$ cat config.mk
export PLATFORM = sky130hd
export DESIGN_NAME = bich_core
export DESIGN_NICKNAME = d
export VERILOG_FILES = /design/src/verilog/bich_core.v
export VERILOG_INCLUDE_DIRS = /design/src /design/src/common
export SDC_FILE = /design/constraint.sdc
export NUM_CORES = 1
export LEC_CHECK = 0
export ABC_AREA = 1
export BUFFER_PORTS_ARGS = -buffer_cell sky130_fd_sc_hd__buf_2
export CORE_MARGIN = 3
export CORE_UTILIZATION = 30
export DETAILED_ROUTE_END_ITERATION = 6
export PLACE_DENSITY_LB_ADDON = 0.05
export SLEW_MARGIN = 15
export SYNTH_ARGS = -nofsm -noshare
export SYNTH_HDL_FRONTEND = slang
export SYNTH_SLANG_ARGS = --single-unit
export TNS_END_PERCENT = 30
$ cat constraint.sdc
create_clock -name clk -period 11.7 [get_ports clk]
set_input_delay 1.755 -clock clk [delete_from_list [all_inputs] [get_ports clk]]
set_output_delay 1.755 -clock clk [all_outputs]
set_load 0.005 [all_outputs]
$ cat src/common/bich_map.vh
// constants for the initialise command handler
// assumes a byte-wide boot link and a 32-bit apb slave
`ifndef BICH_MAP_VH
`define BICH_MAP_VH

// packet and reply constants: framing bytes, codes, lengths, fill word
`define BICH_SOH        8'h01
`define BICH_ETX        8'h03
`define BICH_SOD        8'h81
`define BICH_RESP_LNH   8'h00
`define BICH_RESP_LNL   8'h0A
`define BICH_CMD_INIT   8'h50
`define BICH_RES_ERR    8'hD0
`define BICH_LC_OEM     8'h04
`define BICH_CMD_LEN    16'h0003
`define BICH_PKT_LEN_MAX 16'h0400
`define BICH_FILL       32'hFFFFFFFF
`define BICH_RESP_LAST  4'hE

// status codes
`define BICH_STS_OK     8'h00
`define BICH_STS_PKT    8'hC1
`define BICH_STS_SUM    8'hC2
`define BICH_STS_ACC    8'hC3
`define BICH_STS_PARAM  8'hC5
`define BICH_STS_PROT   8'hDA
`define BICH_STS_FLASH  8'hE1
`define BICH_STS_HW     8'hE3

// initialisation steps, last one is the level change
`define BICH_STEP_FIRST 3'h0
`define BICH_STEP_LEVEL 3'h6
`define BICH_PL_TWO     2'h2

// apb map
`define BICH_A_CFG      8'h00
`define BICH_A_STAT     8'h04
`define BICH_A_DET      8'h08
`define BICH_A_ADR      8'h0C

// config register fields
`define BICH_CFG_PERMIT 0
`define BICH_CFG_INIDIS 1
`define BICH_CFG_L2DIS  2
`define BICH_CFG_STARTUP_PROTECT_FLAG   3
`define BICH_CFG_EELOCK 4
`define BICH_CFG_ARCLK  5
`define BICH_CFG_LC_LO  8
`define BICH_CFG_RST    32'h00000008

`endif

$ cat src/verilog/bich_core.v
// initialise command handler: frame check, checks, area wipe, reply
// assumes byte strobes from the boot link, one flash sequencer,
// and software setting the config word over apb before use
// Notes on behaviour
// - idle drops all bytes except header marker
// - missing terminator gives packet error
// - bad checksum gives checksum error
// - bad length field gives packet error
// - any check error: no execution, back idle
// - checks run framing, acceptance, parameters, protection
// - lifecycle forbids command: acceptance error
// - encrypted write without reset: acceptance error
// - source code mismatch gives parameter error
// - destination not oem gives parameter error
// - init or level-two key disabled: protection error
// - any zero protect vector bit: protection error
// - startup protect flag zero: protection error
// - locked eeprom config area: protection error
// - rollback counter lock never blocks initialisation
// - wipe areas in order, failure gives flash error
// - flash fault reports status, address if disclosed
// - level change failure: flash error, keep serving
// - invalid level: hardware error, then silent
// - success: ok reply, then silent
// - key disable, boot lock, rollback, external untouched
// - report only highest error, fill unused fields
// - packet holds opcode, source, destination codes
// - wipe ignores block protection settings
`include "bich_map.vh"
module bich_core #(
   parameter [15:0] PKT_LEN_MAX = `BICH_PKT_LEN_MAX
) (
   input  wire         clk,
   input  wire         rst,
   input  wire         rx_valid,
   input  wire [7:0]   rx_data,
   output wire         tx_valid,
   output wire [7:0]   tx_data,
   input  wire         tx_ready,
   input  wire         psel,
   input  wire         penable,
   input  wire         pwrite,
   input  wire [7:0]   paddr,
   input  wire [31:0]  pwdata,
   output wire [31:0]  prdata,
   output wire         pready,
   output wire         pslverr,
   input  wire         enc_write_done,
   input  wire [139:0] permanent_block_protect_vector,
   input  wire [139:0] permanent_block_protect_secure_vector,
   output wire         fci_req,
   output wire [2:0]   fci_step,
   output wire         fci_ignore_bps,
   input  wire         fci_done,
   input  wire         fci_err,
   input  wire [31:0]  fci_fstat,
   input  wire [31:0]  fci_addr,
   input  wire         fci_disclosed,
   input  wire [1:0]   prot_level,
   output wire         halted
);

   localparam S_IDLE = 4'h0;
   localparam S_LNH  = 4'h1;
   localparam S_LNL  = 4'h2;
   localparam S_DATA = 4'h3;
   localparam S_SUM  = 4'h4;
   localparam S_ETX  = 4'h5;
   localparam S_CHK  = 4'h6;
   localparam S_EXEC = 4'h7;
   localparam S_SEND = 4'h8;
   localparam S_HALT = 4'h9;
   reg [3:0]   state_q;
   reg [15:0]  len_q;
   reg [15:0]  cnt_q;
   reg [7:0]   sum_q;
   reg [7:0]   cmd_q;
   reg [7:0]   src_q;
   reg [7:0]   dst_q;
   reg         etx_ok_q;
   reg         enc_seen_q;
   reg [2:0]   step_q;
   reg         req_q;
   reg         stop_q;
   reg [7:0]   res_q;
   reg [7:0]   sts_q;
   reg [31:0]  st2_q;
   reg [31:0]  adr_q;
   reg [3:0]   idx_q;
   reg [7:0]   txd_q;
   reg [31:0]  cfg_q;
   reg [31:0]  rd_q;
   wire [15:0] len_full = {len_q[15:8], rx_data};
   wire [7:0]  lc_state = cfg_q[`BICH_CFG_LC_LO +: 8];

   ////////////////////////////////////////////////////////////////////
   // check chain, first failing check wins
   reg         chk_err;
   reg [7:0]   chk_sts;
   always @* begin
      chk_err = 1'b1;
      chk_sts = `BICH_STS_OK;
      if (!etx_ok_q) begin
         chk_sts = `BICH_STS_PKT;
      end else if (sum_q != 8'h00) begin
         chk_sts = `BICH_STS_SUM;
      end else if (len_q == 16'h0000 || len_q > PKT_LEN_MAX ||
                   len_q != `BICH_CMD_LEN) begin
         chk_sts = `BICH_STS_PKT;
      end else if (cmd_q != `BICH_CMD_INIT) begin
         chk_sts = `BICH_STS_ACC;
      end else if (!cfg_q[`BICH_CFG_PERMIT]) begin
         chk_sts = `BICH_STS_ACC;
      end else if (enc_seen_q) begin
         chk_sts = `BICH_STS_ACC;
      end else if (src_q != lc_state) begin
         chk_sts = `BICH_STS_PARAM;
      end else if (dst_q != `BICH_LC_OEM) begin
         chk_sts = `BICH_STS_PARAM;
      end else if (cfg_q[`BICH_CFG_INIDIS] | cfg_q[`BICH_CFG_L2DIS]) begin
         chk_sts = `BICH_STS_PROT;
      end else if (!(&permanent_block_protect_vector) |
                   !(&permanent_block_protect_secure_vector)) begin
         chk_sts = `BICH_STS_PROT;
      end else if (!cfg_q[`BICH_CFG_STARTUP_PROTECT_FLAG]) begin
         chk_sts = `BICH_STS_PROT;
      end else if (cfg_q[`BICH_CFG_EELOCK]) begin
         chk_sts = `BICH_STS_PROT;
      end else begin
         chk_err = 1'b0;
      end
   end
   ////////////////////////////////////////////////////////////////////
   // reply byte selection and checksum
   wire [7:0] rsum_pos = `BICH_RESP_LNH + `BICH_RESP_LNL + res_q + sts_q
                       + st2_q[31:24] + st2_q[23:16] + st2_q[15:8] + st2_q[7:0]
                       + adr_q[31:24] + adr_q[23:16] + adr_q[15:8] + adr_q[7:0];
   wire [7:0] rsum = 8'h00 - rsum_pos;
   function [7:0] resp_byte;
      input [3:0] i;
      begin
         case (i)
            4'h0:    resp_byte = `BICH_SOD;
            4'h1:    resp_byte = `BICH_RESP_LNH;
            4'h2:    resp_byte = `BICH_RESP_LNL;
            4'h3:    resp_byte = res_q;
            4'h4:    resp_byte = sts_q;
            4'h5:    resp_byte = st2_q[31:24];
            4'h6:    resp_byte = st2_q[23:16];
            4'h7:    resp_byte = st2_q[15:8];
            4'h8:    resp_byte = st2_q[7:0];
            4'h9:    resp_byte = adr_q[31:24];
            4'hA:    resp_byte = adr_q[23:16];
            4'hB:    resp_byte = adr_q[15:8];
            4'hC:    resp_byte = adr_q[7:0];
            4'hD:    resp_byte = rsum;
            4'hE:    resp_byte = `BICH_ETX;
            default: resp_byte = 8'h00;
         endcase
      end
   endfunction
   ////////////////////////////////////////////////////////////////////
   // sticky encrypted-write flag, cleared only by device reset
   always @(posedge clk or posedge rst) begin
      if (rst) begin
         enc_seen_q <= 1'b0;
      end else if (enc_write_done) begin
         enc_seen_q <= 1'b1;
      end
   end
   ////////////////////////////////////////////////////////////////////
   // main sequencer
   always @(posedge clk or posedge rst) begin
      if (rst) begin
         state_q  <= S_IDLE;
         len_q    <= 16'h0000;
         cnt_q    <= 16'h0000;
         sum_q    <= 8'h00;
         cmd_q    <= 8'h00;
         src_q    <= 8'h00;
         dst_q    <= 8'h00;
         etx_ok_q <= 1'b0;
         step_q   <= `BICH_STEP_FIRST;
         req_q    <= 1'b0;
         stop_q   <= 1'b0;
         res_q    <= `BICH_RES_ERR;
         sts_q    <= `BICH_STS_OK;
         st2_q    <= `BICH_FILL;
         adr_q    <= `BICH_FILL;
         idx_q    <= 4'h0;
         txd_q    <= 8'h00;
      end else begin
         case (state_q)
            S_IDLE: begin
               if (rx_valid && rx_data == `BICH_SOH) begin
                  sum_q   <= 8'h00;
                  cnt_q   <= 16'h0000;
                  state_q <= S_LNH;
               end
            end
            S_LNH: begin
               if (rx_valid) begin
                  len_q[15:8] <= rx_data;
                  sum_q       <= sum_q + rx_data;
                  state_q     <= S_LNL;
               end
            end
            S_LNL: begin
               if (rx_valid) begin
                  len_q[7:0] <= rx_data;
                  sum_q      <= sum_q + rx_data;
                  state_q    <= (len_full == 16'h0000) ? S_SUM : S_DATA;
               end
            end
            S_DATA: begin
               if (rx_valid) begin
                  sum_q <= sum_q + rx_data;
                  cnt_q <= cnt_q + 16'h0001;
                  if (cnt_q == 16'h0000)
                     cmd_q <= rx_data;
                  if (cnt_q == 16'h0001)
                     src_q <= rx_data;
                  if (cnt_q == 16'h0002)
                     dst_q <= rx_data;
                  if (cnt_q + 16'h0001 == len_q)
                     state_q <= S_SUM;
               end
            end
            S_SUM: begin
               if (rx_valid) begin
                  sum_q   <= sum_q + rx_data;
                  state_q <= S_ETX;
               end
            end
            S_ETX: begin
               if (rx_valid) begin
                  etx_ok_q <= (rx_data == `BICH_ETX);
                  state_q  <= S_CHK;
               end
            end
            S_CHK: begin
               st2_q <= `BICH_FILL;
               adr_q <= `BICH_FILL;
               if (chk_err) begin
                  res_q   <= `BICH_RES_ERR;
                  sts_q   <= chk_sts;
                  stop_q  <= 1'b0;
                  idx_q   <= 4'h0;
                  txd_q   <= `BICH_SOD;
                  state_q <= S_SEND;
               end else begin
                  step_q  <= `BICH_STEP_FIRST;
                  req_q   <= 1'b1;
                  state_q <= S_EXEC;
               end
            end
            // one area at a time, in order
            S_EXEC: begin
               if (fci_done) begin
                  idx_q <= 4'h0;
                  txd_q <= `BICH_SOD;
                  if (fci_err) begin
                     req_q   <= 1'b0;
                     res_q   <= `BICH_RES_ERR;
                     sts_q   <= `BICH_STS_FLASH;
                     st2_q   <= fci_fstat;
                     adr_q   <= fci_disclosed ? fci_addr : `BICH_FILL;
                     stop_q  <= 1'b0;
                     state_q <= S_SEND;
                  end else if (step_q == `BICH_STEP_LEVEL) begin
                     req_q   <= 1'b0;
                     stop_q  <= 1'b1;
                     state_q <= S_SEND;
                     if (prot_level == `BICH_PL_TWO) begin
                        res_q <= `BICH_CMD_INIT;
                        sts_q <= `BICH_STS_OK;
                     end else begin
                        res_q <= `BICH_RES_ERR;
                        sts_q <= `BICH_STS_HW;
                     end
                  end else begin
                     step_q <= step_q + 3'h1;
                  end
               end
            end
            S_SEND: begin
               if (tx_ready) begin
                  if (idx_q == `BICH_RESP_LAST) begin
                     // silent after ok or hardware error
                     state_q <= stop_q ? S_HALT : S_IDLE;
                  end else begin
                     idx_q <= idx_q + 4'h1;
                     txd_q <= resp_byte(idx_q + 4'h1);
                  end
               end
            end
            S_HALT:  state_q <= S_HALT;
            default: begin
               state_q <= S_IDLE;
            end
         endcase
      end
   end

   assign tx_valid = (state_q == S_SEND);
   assign tx_data  = txd_q;
   assign halted   = (state_q == S_HALT);
   assign fci_req        = req_q;
   assign fci_step       = step_q;
   assign fci_ignore_bps = req_q;

   ////////////////////////////////////////////////////////////////////
   // apb slave, zero wait states
   wire acc   = psel & penable;
   wire setup = psel & ~penable;
   wire hit   = (paddr == `BICH_A_CFG) | (paddr == `BICH_A_STAT) |
                (paddr == `BICH_A_DET) | (paddr == `BICH_A_ADR);

   always @(posedge clk or posedge rst) begin
      if (rst) begin
         cfg_q <= `BICH_CFG_RST;
         rd_q  <= 32'h00000000;
      end else begin
         if (acc && pwrite && paddr == `BICH_A_CFG)
            cfg_q <= pwdata;
         if (setup) begin
            case (paddr)
               `BICH_A_CFG:  rd_q <= cfg_q;
               `BICH_A_STAT: rd_q <= {14'h0000, halted, enc_seen_q, 4'h0, state_q, sts_q};
               `BICH_A_DET:  rd_q <= st2_q;
               `BICH_A_ADR:  rd_q <= adr_q;
               default:      rd_q <= 32'h00000000;
            endcase
         end
      end
   end
   assign prdata  = rd_q;
   assign pready  = 1'b1;
   assign pslverr = acc & ~hit;
endmodule // bich_core

==> flow_summary.rst, run 1 <==
.. list-table::
   :header-rows: 1

   * - Metric
     - Value
   * - Sinks on Clock Net
     - 222
   * - Die width
     - 230 um
   * - DRT iter0 DRCs
     - 930
   * - Proportion of register bits with asynchronous set or reset after synthesis
     - 100%
   * - Clk Latency, worst-skew pair
     - 590 ps
   * - Total of cells resized after clock tree synthesis
     - 0
   * - GRT Residual Overflow
     - 0
   * - Final setup violation count
     - 0
   * - Startpoint of the tightest hold check path
     - tx_data[2]
   * - Largest net degree at the start of global routing
     - 83
   * - Max Slew Vio Count
     - 0
   * - Placed wire-length estimate
     - 55300 um
   * - Share of Yosys cell area claimed by the top area cell type
     - 26.0%
   * - Initial cell density of the core
     - 30.5%
   * - Final hold slack
     - 478 ps
   * - Class of the most critical hold timing path
     - flip-flop to flip-flop
   * - Antenna violations before repair
     - 8
   * - Seq pwr share
     - 19.0%
   * - Count of endpoints failing hold in the final timing report
     - 0
   * - Net Count, Synth
     - 2508
   * - Clock Path Buffers
     - 3
   * - Via count of the first global-routing pass
     - 15700
   * - Result of the run
     - finished clean
   * - Worst Path Arrival
     - 3410 ps
   * - Total of max-cap violations
     - 0
   * - Crit path required time
     - 9950 ps
   * - Family with the most delay on the worst path
     - buffers and inverters
   * - Leakage component of the power
     - 9.57 nW
   * - Routed WL per cell
     - 21.2 um
   * - Final routed wirelength across all metal layers
     - 67000 um
   * - Fill cell count
     - 5275
   * - Final period demand of the worst path
     - 5170 ps
   * - Setup TNS after final layout
     - 0 ps
   * - Post-Place Setup Slack
     - 6540 ps
   * - Core Region
     - 49200 um2
   * - Biggest fanout along the worst timing path
     - 24
   * - Synth Area in Adders
     - 8.87%
   * - Logic pwr share
     - 68.3%
   * - Critical path start-end classification
     - input port to primary output
   * - Post-layout nets
     - 2953
   * - Ranking of synthesized cells by area
     - dfrtp_1 (26%), nand2_1 (14%), dfstp_2 (12%)
   * - Critical path's slowest cell
     - clkinv_1
   * - Gate count after technology mapping
     - 2023
   * - Vias
     - 15600
   * - Dominant register cell in the synthesized netlist
     - dfrtp_1
   * - Path depth of the worst reg2reg path
     - 17
   * - Worst min-delay path endpoint
     - tx_data[2]
   * - Fin crit share
     - 44.1%
   * - I/O pin total
     - 454
   * - Cell Area, Synth
     - 15000 um2
   * - Unique cell type count in the Yosys netlist
     - 55
   * - Sum of buffers and inverters on the critical path
     - 5
   * - Average cell area after synthesis
     - 7.42 um2
   * - Largest stage delay on the critical path
     - 390 ps
   * - Internal power summed over all cells
     - 3.44 mW
   * - Global-route wire length before repair
     - 99300 um
   * - DP Cell Count
     - 3102
   * - P&R area growth vs syn
     - 25.7%
   * - Post-synthesis simple-gate area fraction
     - 30.3%
   * - Cell type with the largest total area after synthesis
     - dfrtp_1
   * - Launching point of the worst reg2reg path
     - st2_q[5]
   * - Worst r2r dst
     - tx_data[6]
   * - Crit-path cells
     - buf_2 > or2_1 > inv_1 > nand4_1 > buf_4 > clkinv_1 > nor4_1 > buf_2
   * - Port-buffer cells
     - 452
   * - Number of buffers inserted by post-CTS setup repair
     - 0
   * - Share of final-layout standard cells stronger than drive strength 1
     - 24.6%
   * - Worst clock skew
     - 37.5 ps
   * - Count of flip-flops with a built-in enable after synthesis
     - 0
   * - Share of the yosys chip area belonging to registers
     - 37.6%
   * - Final ANT Viol Nets
     - 0
   * - Largest vdd supply drop
     - 0.596 mV
   * - CP Capture Type
     - primary output
   * - Setup repair after global routing missed its margin
     - false
   * - Maximum clock frequency
     - 0.194 GHz
   * - CP most frequent cell
     - buf_2
   * - Switching Power
     - 3.26 mW
   * - Clock tree root buffer cell
     - clkbuf_16
   * - Relative max-transition margin
     - 35.5%
   * - Clock Power Share
     - 12.7%
   * - Drt drc
     - 0
   * - Slew of the pin with the lowest slew margin
     - 968 ps
   * - H-tree levels
     - 1
   * - Final GP Congestion
     - 1.00
   * - Overall die height
     - 230 um
   * - Hold-fix buffers, CTS
     - 0
   * - Die area
     - 52700 um2
   * - Routed via count divided by cell count
     - 4.93
   * - Worst Setup Start Kind
     - input port
   * - CTS tree
     - done
   * - Worst reg2reg setup slack
     - 7050 ps
   * - Power per cell area
     - 355 nW/um2
   * - Placement Rows
     - 81
   * - Minimum setup slack in the final design
     - 6530 ps
   * - Finished Layout Cells
     - 3157
   * - Xor and xnor fraction of the mapped netlist area
     - 1.87%
   * - Net switching fraction of the power
     - 48.7%
   * - Number of CTS-inserted buffers
     - 28
   * - Number of cells on the worst hold path
     - 2
   * - Mux share of post-synthesis cell area
     - 2.40%
   * - Overall Global Routing Usage
     - 24.9%
   * - Count of state elements after synthesis
     - 222
   * - YS warnings
     - 0
   * - Main combinational cell family by area after synthesis
     - simple AND/OR/NAND/NOR gates
   * - Post-CTS clock slew at the launch and capture registers of the worst setup and hold paths
     - 50 ps
   * - Complex-gate fraction of the synthesized area
     - 11.3%
   * - Drt pass-1 iters
     - 6
-- power by group through the flow --
stage / Sequential, mW / Combinational (mW) / Clock (mW)
after floorplan: 1.19 / 3.48 / 0
after CTS: 1.27 / 4.57 / 0.874
after global placement: 1.28 / 4.44 / 0
after detailed placement: 1.28 / 4.53 / 0
after global routing: 1.31 / 5.19 / 0.902
final: 1.27 / 4.57 / 0.848
-- state kept, by name, summed over array words and instances, names as in the netlist --
name,cells
stop_q,1
src_q,8
res_q,1
cnt_q,16
idx_q,4
cmd_q,8
tx_data,8
fci_ignore_bps,1
enc_seen_q,1
state_q,4
sts_q,6
adr_q,32
dst_q,8
len_q,16
st2_q,32
cfg_q,32
fci_step,3
sum_q,8
etx_ok_q,1
prdata,32
-- worst max path at each step --
stage,to,startpoint,slack (ps),cells past startpoint
after floorplan,cfg_q[0],rst,3980,1
after global placement,pslverr,paddr[1],6550,8
after detailed placement,pslverr,paddr[1],6540,8
after CTS,pslverr,paddr[1],6550,8
after global routing,pslverr,paddr[1],6400,8
final,pslverr,paddr[1],6530,8
-- worst reg2reg max path: stages, from the launching register on --
cell and delay, ps:
dfstp_2 510, inv_1 100, fa_1 540, fa_1 600, fa_1 440, fa_1 520
fa_1 420, ha_1 360, nand2_1 70, inv_1 70, nand4_1 90, nand3_1 110
xnor2_1 130, nor2_1 60, nor2_1 120, nand3_1 180, nand3_1 140, nand2_1 50
-- per-stage QoR --
step                power, mW  utilization, %  instance area, um2
global placement         5.71            36.5               18000
floorplan                4.67               -               15000
CTS                      6.72            38.3               18800
detailed placement       5.81            36.5               18000
global route             7.40            38.4               18900
finish                   6.70            38.4               18900
-- layer usage --
| layer | up-vias | wire [um] | global-route usage, % |
|---|---|---|---|
| met3 | 80 | 4110 | 3.86 |
| met1 | 7479 | 31400 | 35.9 |
| li1 | 7525 | - | - |
| met2 | 466 | 29900 | 39.3 |
| met4 | 2 | 1530 | 5.71 |
| met5 | - | 13 | 0 |
-- cells in the final DEF (no fill, tap or decap), drive strengths merged, types with 3 or more instances in the layout --
| cell type | instances |
|---|---|
| a21oi | 57 |
| a31oi | 4 |
| and2 | 3 |
| buf | 463 |
| clkbuf | 44 |
| clkinv | 7 |
| dfrtp | 156 |
| dfstp | 66 |
| diode | 6 |
| fa | 44 |
| ha | 36 |
| inv | 244 |
| mux2 | 32 |
| nand2 | 561 |
| nand3 | 86 |
| nand3b | 4 |
| nand4 | 102 |
| nor2 | 260 |
| nor3 | 20 |
| nor4 | 6 |
| o2111ai | 8 |
| o21ai | 173 |
| o22a | 5 |
| o22ai | 47 |
| or2 | 13 |
| xnor2 | 15 |
| xor2 | 17 |
-- synthesized netlist by cell type, types with 26 or more instances --
| library cell | count |
|---|---|
| nand2_1 | 556 |
| inv_1 | 238 |
| clkbuf_1 | 29 |
| mux2_1 | 30 |
| dfstp_2 | 66 |
| o21ai_0 | 147 |
| a21oi_1 | 56 |
| o22ai_1 | 47 |
| dfrtp_1 | 156 |
| fa_1 | 44 |
| nand4_1 | 100 |
| nor2_1 | 248 |
| o21ai_1 | 26 |
| nand3_1 | 85 |
| ha_1 | 36 |
-- final cells by class --
class                      instances  area, um2  area share [%]
multi-input combinational       1506       8210            43.5
sequential                       222       5640            29.9
timing repair buffer             463       2350            12.4
inverter                         247        937            4.97
tap                              664        831            4.40
clock buffer                      44        811            4.30
clock inverter                     5       75.1           0.398
antenna                            6       15.0          0.0796
-- cell families after synthesis --
kind of cell	count (synthesis)
adder cells (fa/ha/maj)	80
flip-flops	222
XOR/XNOR	32
AO/OA/AOI/OAI	305
other	1
AND/OR/NAND/NOR	1056
multiplexers	32
buffers and inverters	295
Note: power is estimated with default switching activity, not from simulation.
==> run 2: changes to the inputs <==
Clock period 11.7 ns to 5.3 ns, I/O delays scaled along.
==> run 2 against run 1 <==
  * Setup slack lost 5700 ps
  * Cell count grew 0.13%
  * Global-route usage about the same
  * First-iteration DRC count rose by 24%
  * Hold slack got worse by 110 ps
  * Die area stayed put
  * Clock power rose to 2.6 times the previous value
  * Sequential power rose by 120%
  * Combinational power increased by 120%
  * Register-to-register slack lost 6200 ps
  * Critical path depth rose by 8
==> flow_summary.rst, run 2 (synthesis gave the netlist of run 1 again) <==
.. list-table::
   :header-rows: 1

   * - Metric
     - Value
   * - Clk Latency, worst-skew pair
     - 590 ps (about the same)
   * - DRT iter0 DRCs
     - 1152 (was 930)
   * - Core Region
     - 49200 um2 (unchanged)
   * - Biggest fanout along the worst timing path
     - 4 (was 24)
   * - Global-route wire length before repair
     - 99600 um (was 99300 um)
   * - Footprint of the multi-input gates
     - 8210 um2 (unchanged)
   * - Antenna violations before repair
     - 12 (was 8)
   * - CP Capture Type
     - flip-flop (was primary output)
   * - Crit path required time
     - 5750 ps (was 9950 ps)
   * - CTS tree
     - done (unchanged)
   * - Launching point of the worst reg2reg path
     - adr_q[18] (was st2_q[5])
   * - Final GP Congestion
     - 1.01 (was 1.00)
   * - Largest vdd supply drop
     - 1.35 mV (was 0.596 mV)
   * - Slew of the pin with the lowest slew margin
     - 1030 ps (was 968 ps)
   * - Clock tree root buffer cell
     - clkbuf_16 (unchanged)
   * - Setup TNS after final layout
     - 0 ps (unchanged)
   * - Post-layout nets
     - 2953 (unchanged)
   * - Final setup violation count
     - 0 (unchanged)
   * - Setup repair after global routing missed its margin
     - false (unchanged)
   * - Power per cell area
     - 782 nW/um2 (was 355 nW/um2)
   * - Post-CTS clock slew at the launch and capture registers of the worst setup and hold paths
     - 60 ps (was 50 ps)
   * - Worst Path Arrival
     - 4920 ps (was 3410 ps)
   * - Die width
     - 230 um (unchanged)
   * - Clock Path Buffers
     - 3 (unchanged)
   * - Final period demand of the worst path
     - 4470 ps
   * - Routed WL per cell
     - 21.3 um (was 21.2 um)
   * - Seq. cell area
     - 5640 um2 (unchanged)
   * - Startpoint of the most critical setup path
     - adr_q[18] (was paddr[1])
   * - Fin crit share
     - 84.3%
   * - Die area
     - 52700 um2 (unchanged)
   * - Routed via count divided by cell count
     - 4.96 (was 4.93)
   * - Worst Setup Start Kind
     - flip-flop (was input port)
   * - Worst clock skew
     - 37.4 ps (was 37.5 ps)
   * - Count of endpoints failing hold in the final timing report
     - 0 (unchanged)
   * - Fill cell count
     - 5277 (was 5275)
   * - Critical path start-end classification
     - flip-flop to flip-flop (was input port to primary output)
   * - Maximum clock frequency
     - 0.224 GHz
   * - Most common library cell in the layout ignoring fill and taps
     - nand2_1 (unchanged)
   * - Max Slew Vio Count
     - 0 (unchanged)
   * - Overall Global Routing Usage
     - 24.9% (about the same)
   * - Number of buffers inserted by post-CTS setup repair
     - 0 (unchanged)
   * - Port-buffer cells
     - 452 (unchanged)
   * - Number of CTS-inserted buffers
     - 28 (unchanged)
   * - Drt drc
     - 0 (unchanged)
   * - Initial cell density of the core
     - 30.5% (unchanged)
   * - Final routed wirelength across all metal layers
     - 67200 um (was 67000 um)
   * - Hold-fix buffers, CTS
     - 0 (unchanged)
   * - GRT Residual Overflow
     - 0 (unchanged)
   * - P&R area growth vs syn
     - 27.1% (was 25.7%)
   * - Leakage component of the power
     - 9.66 nW (was 9.57 nW)
   * - Total power consumption of the routed design
     - 14.9 mW (was 6.70 mW)
   * - Final ANT Viol Nets
     - 0 (unchanged)
   * - Sinks on Clock Net
     - 222 (unchanged)
   * - Placement Rows
     - 81 (unchanged)
   * - Total of max-cap violations
     - 0 (unchanged)
   * - Share of final-layout standard cells stronger than drive strength 1
     - 25.1% (was 24.6%)
   * - Relative max-transition margin
     - 30.5% (was 35.5%)
   * - Vias
     - 15700 (was 15600)
   * - Overall die height
     - 230 um (unchanged)
   * - Drt pass-1 iters
     - 5 (was 6)
   * - Top library cells by usage in the layout, fill and taps aside
     - nand2_1 (556), buf_2 (452), nor2_1 (248) (unchanged)
   * - Result of the run
     - finished clean (unchanged)
   * - I/O pin total
     - 454 (unchanged)
   * - H-tree levels
     - 1 (unchanged)
   * - Placed wire-length estimate
     - 55100 um (was 55300 um)
   * - Largest net degree at the start of global routing
     - 138 (was 83)
   * - Via count of the first global-routing pass
     - 15600 (was 15700)
   * - Class of the most critical hold timing path
     - input port to async pin (was flip-flop to flip-flop)
   * - Total of cells resized after clock tree synthesis
     - 0 (unchanged)
[run 2: changes by cell type in the layout (fill, tap and decap cells not counted), sizes merged]
cell,change
clkinvlp,+3
bufinv,+6
clkinv,+2
inv,-1
diode,+1
clkbuf,-7
[run 2: per-stage QoR]
step                      instance area (um2)  setup WS (ps)  cells  utilization (%)  hold slack [ps]
after floorplan                         15000           1070   2023                -              444
after global placement                  18000            858   3102             36.6              460
after detailed placement                18000            852   3102             36.6              461
after CTS                               19100            826   3154             38.8              351
after global routing                    19100            524   3161             38.8              377
final                                   19100            831   3161             38.8              367
[run 2: worst paths after layout]
| check | endpoint | slack [ps] | depth (start not counted) |
|---|---|---|---|
| worst max-delay path | tx_data[3] | 830 | 16 |
| max in group asynchronous | sts_q[5] | 4220 | 3 |
| worst min-delay path | state_q[0] | 370 | 3 |
| min in group clk | enc_seen_q | 390 | 2 |
| worst min register to register | prdata[25] | 480 | 2 |
| worst max register to register | tx_data[3] | 830 | 16 |
[run 2: routing by layer]
layer | vias to the layer above | global-route usage (%) | wire length, um
met5 | - | 0 | 34
met4 | 4 | 4.55 | 1080
met3 | 59 | 3.62 | 3420
met2 | 446 | 39.2 | 30400
met1 | 7636 | 36.5 | 32300
li1 | 7538 | - | -
[run 2: cell type report]
cell class                 instances  share of cell area (%)
clock inverter                    15                    1.47
timing repair buffer             463                    12.4
multi-input combinational       1506                    43.0
tap                              664                    4.36
inverter                         247                    4.89
antenna                            7                  0.0918
clock buffer                      37                    4.22
sequential                       222                    29.6
[run 2: report_power, final]
part / internal, mW / leakage, nW / switching (mW)
combinational: 4.11 / 6.36 / 5.80
sequential: 2.30 / 2.77 / 0.472
clock: 1.41 / 0.528 / 0.829
total: 7.82 / 9.66 / 7.10
[run 2: critical path: stages (launching register included)]
cell and delay, ps:
dfstp_2 570, fa_1 420, inv_1 90, fa_1 440
fa_1 540, inv_1 50, fa_1 450, fa_1 490
inv_1 60, fa_1 400, or2_2 310, nand3_1 80
o21ai_0 110, nor3_1 160, nand2_1 80, nand3_1 70
nand2_1 50
==> run 3: changes to the inputs <==
Clock period 5.3 ns to 4.2 ns, I/O delays scaled along.
==> run 3 against run 2 <==
  * The flow now finishes with violations (setup timing)
  * Global-route usage shrank 0.23 points
  * Core utilization grew 0.65 points
  * Register-to-register slack lost 1100 ps
  * Critical path depth grew 2
  * Via count is essentially flat
  * Largest cell class unchanged
  * Sequential share of layout area shrank 0.49 points
  * Power grew 48%
  * Sequential power grew 25%
  * Fmax grew 0.54%
==> flow_summary.rst, run 3 (synthesis gave the netlist of run 1 again) <==
.. list-table::
   :header-rows: 1

   * - Metric
     - Value
   * - Result of the run
     - finished, violations left (was finished clean)
   * - Violations in the final reports
     - setup timing
   * - Biggest fanout along the worst timing path
     - 2 (was 4)
   * - H-tree levels
     - 1 (unchanged)
   * - Port-buffer cells
     - 452 (unchanged)
   * - Die width
     - 230 um (unchanged)
   * - Clock Path Buffers
     - 3 (unchanged)
   * - Overall die height
     - 230 um (unchanged)
   * - CTS tree
     - done (unchanged)
   * - Final routed wirelength across all metal layers
     - 66400 um (was 67200 um)
   * - Clock tree root buffer cell
     - clkbuf_16 (unchanged)
   * - GRT Residual Overflow
     - 0 (unchanged)
   * - Worst min-delay path endpoint
     - enc_seen_q
   * - Most common library cell in the layout ignoring fill and taps
     - nand2_1 (unchanged)
   * - Routed via count divided by cell count
     - 4.91 (was 4.96)
   * - Placement Rows
     - 81 (unchanged)
   * - Share of final-layout standard cells stronger than drive strength 1
     - 26.7% (was 25.1%)
   * - Number of cells on the worst hold path
     - 2
   * - Launching point of the worst reg2reg path
     - st2_q[10] (was adr_q[18])
   * - Final setup violation count
     - 5 (was 0)
   * - Drt pass-1 iters
     - 6 (was 5)
   * - Fin crit share
     - 106% (was 84.3%)
   * - Post-CTS clock slew at the launch and capture registers of the worst setup and hold paths
     - 60 ps (about the same)
   * - Critical path start-end classification
     - flip-flop to flip-flop (unchanged)
   * - I/O pin total
     - 454 (unchanged)
   * - Count of endpoints failing hold in the final timing report
     - 0 (unchanged)
   * - Fill cell count
     - 5255 (was 5277)
   * - Core Region
     - 49200 um2 (unchanged)
   * - Relative max-transition margin
     - 37.3% (was 30.5%)
   * - Crit-path cells
     - fa_1 > inv_1 > fa_1 > fa_1 > inv_1 > fa_1 > fa_1 > inv_2 > buf_6 > ha_4 > a21o_1 > a31oi_2 > xor2_1 > nor2_1 > nor2_1 > nand3_1 > nand3_1 > nand2_1 (was fa_1 > inv_1 > fa_1 > fa_1 > inv_1 > fa_1 > fa_1 > inv_1 > fa_1 > or2_2 > nand3_1 > o21ai_0 > nor3_1 > nand2_1 > nand3_1 > nand2_1)
   * - Worst clock skew
     - 40.7 ps (was 37.4 ps)
   * - Die area
     - 52700 um2 (unchanged)
   * - Global-route wire length before repair
     - 98700 um (was 99600 um)
   * - Overall Global Routing Usage
     - 24.7% (was 24.9%)
   * - Setup repair after global routing missed its margin
     - true (was false)
   * - Worst Path Arrival
     - 4890 ps (was 4920 ps)
   * - Power per cell area
     - 1140 nW/um2 (was 782 nW/um2)
   * - Routed WL per cell
     - 20.8 um (was 21.3 um)
   * - Largest vdd supply drop
     - 3.31 mV (was 1.35 mV)
   * - Worst r2r dst
     - tx_data[4] (was tx_data[3])
   * - Worst Setup Start Kind
     - flip-flop (unchanged)
   * - Post-layout nets
     - 2991 (was 2953)
   * - Max Slew Vio Count
     - 0 (unchanged)
   * - Final GP Congestion
     - 0.998 (was 1.01)
   * - CP Capture Type
     - flip-flop (unchanged)
   * - Largest stage delay on the critical path
     - 540 ps (was 570 ps)
   * - Maximum clock frequency
     - 0.225 GHz (was 0.224 GHz)
   * - Largest net degree at the start of global routing
     - 102 (was 138)
   * - Antenna violations before repair
     - 5 (was 12)
   * - Path depth of the worst reg2reg path
     - 18 (was 16)
   * - Number of CTS-inserted buffers
     - 28 (unchanged)
   * - DRT iter0 DRCs
     - 1062 (was 1152)
   * - Post-Place Setup Slack
     - -278 ps (was 852 ps)
   * - Initial cell density of the core
     - 30.5% (unchanged)
   * - Final ANT Viol Nets
     - 0 (unchanged)
   * - Worst reg2reg setup slack
     - -250 ps (was 830 ps)
   * - Sinks on Clock Net
     - 222 (unchanged)
   * - Crit path required time
     - 4650 ps (was 5750 ps)
   * - Footprint of the multi-input gates
     - 8300 um2 (was 8210 um2)
   * - Startpoint of the tightest hold check path
     - enc_write_done
   * - Final period demand of the worst path
     - 4450 ps (was 4470 ps)
   * - Vias
     - 15700 (about the same)
   * - Setup TNS after final layout
     - -1010 ps (was 0 ps)
   * - Clk Latency, worst-skew pair
     - 590 ps (about the same)
   * - Placed wire-length estimate
     - 54700 um (was 55100 um)
   * - CP most frequent cell
     - fa_1 (unchanged)
   * - Seq. cell area
     - 5640 um2 (unchanged)
   * - Drt drc
     - 0 (unchanged)
   * - Total of max-cap violations
     - 0 (unchanged)
   * - P&R area growth vs syn
     - 29.3% (was 27.1%)
   * - Top library cells by usage in the layout, fill and taps aside
     - nand2_1 (554), buf_2 (452), nor2_1 (247) (was nand2_1 (556), buf_2 (452), nor2_1 (248))
   * - Minimum setup slack in the final design
     - -246 ps (was 831 ps)
   * - Final hold slack
     - 226 ps (was 367 ps)
   * - Via count of the first global-routing pass
     - 15800 (was 15600)
   * - Class of the most critical hold timing path
     - input port to flip-flop (was input port to async pin)
   * - Leakage component of the power
     - 9.83 nW (was 9.66 nW)
   * - Critical path's slowest cell
     - dfstp_2 (unchanged)
   * - Slew of the pin with the lowest slew margin
     - 937 ps (was 1030 ps)
[run 3: layer usage]
layer / GRT usage, % / up-vias / wire, um
met5: 0 / - / 0
met4: 4.98 / 0 / 1390
met3: 5.65 / 80 / 4590
met2: 38.5 / 503 / 29500
met1: 35.0 / 7505 / 30900
li1: - / 7591 / -
[run 3: repair_timing]
item | in CTS | in global routing
endpoints found under the setup margin | 5 | 5
hold buffers | 1 | 0
gates resized for setup | 7 | 16
hold endpoints to repair | 4 | 0
setup buffers | 0 | 1
pin swaps | 3 | 10
[run 3: area by class of cell]
class	instances	area share, %
Antenna cell	5	0.0645
Clock buffer	41	4.28
Clock inverter	9	0.910
Inverter	247	4.81
Multi-Input combinational cell	1506	42.8
Sequential cell	222	29.1
Tap cell	664	4.28
Timing Repair Buffer	501	13.8
[run 3: worst max-delay path: cells and delay by family (launching register included)]
family / cells / cell delay, ps
buf+inv: 4 / 310
compound gates: 2 / 320
fa+ha+maj: 6 / 2540
simple gates: 5 / 410
flops: 1 / 540
xor+xnor: 1 / 200
[run 3: where the power goes]
part | switching [mW] | leakage (nW) | internal, mW
logic | 8.53 | 6.57 | 7.53
clock network | 1.02 | 0.489 | 1.61
registers | 0.560 | 2.77 | 2.91
[run 3: how the worst max path moves through the flow]
stage                      end       from  cells past startpoint
finish              tx_data[4]  st2_q[10]                     18
global route        tx_data[6]  st2_q[10]                     19
CTS                 tx_data[4]  st2_q[10]                     18
detailed placement  tx_data[7]  adr_q[18]                     19
global placement    tx_data[7]  adr_q[22]                     19
floorplan           tx_data[3]  adr_q[18]                     16
[run 3: metrics by stage]
| stage | total power, mW | utilization, % | cells | area (um2) |
|---|---|---|---|---|
| floorplan | 13.0 | - | 2023 | 15000 |
| global placement | 17.4 | 37.2 | 3138 | 18300 |
| detailed placement | 17.6 | 37.2 | 3138 | 18300 |
| CTS | 21.1 | 39.3 | 3189 | 19300 |
| global route | 24.3 | 39.5 | 3195 | 19400 |
| finish | 22.2 | 39.5 | 3195 | 19400 |
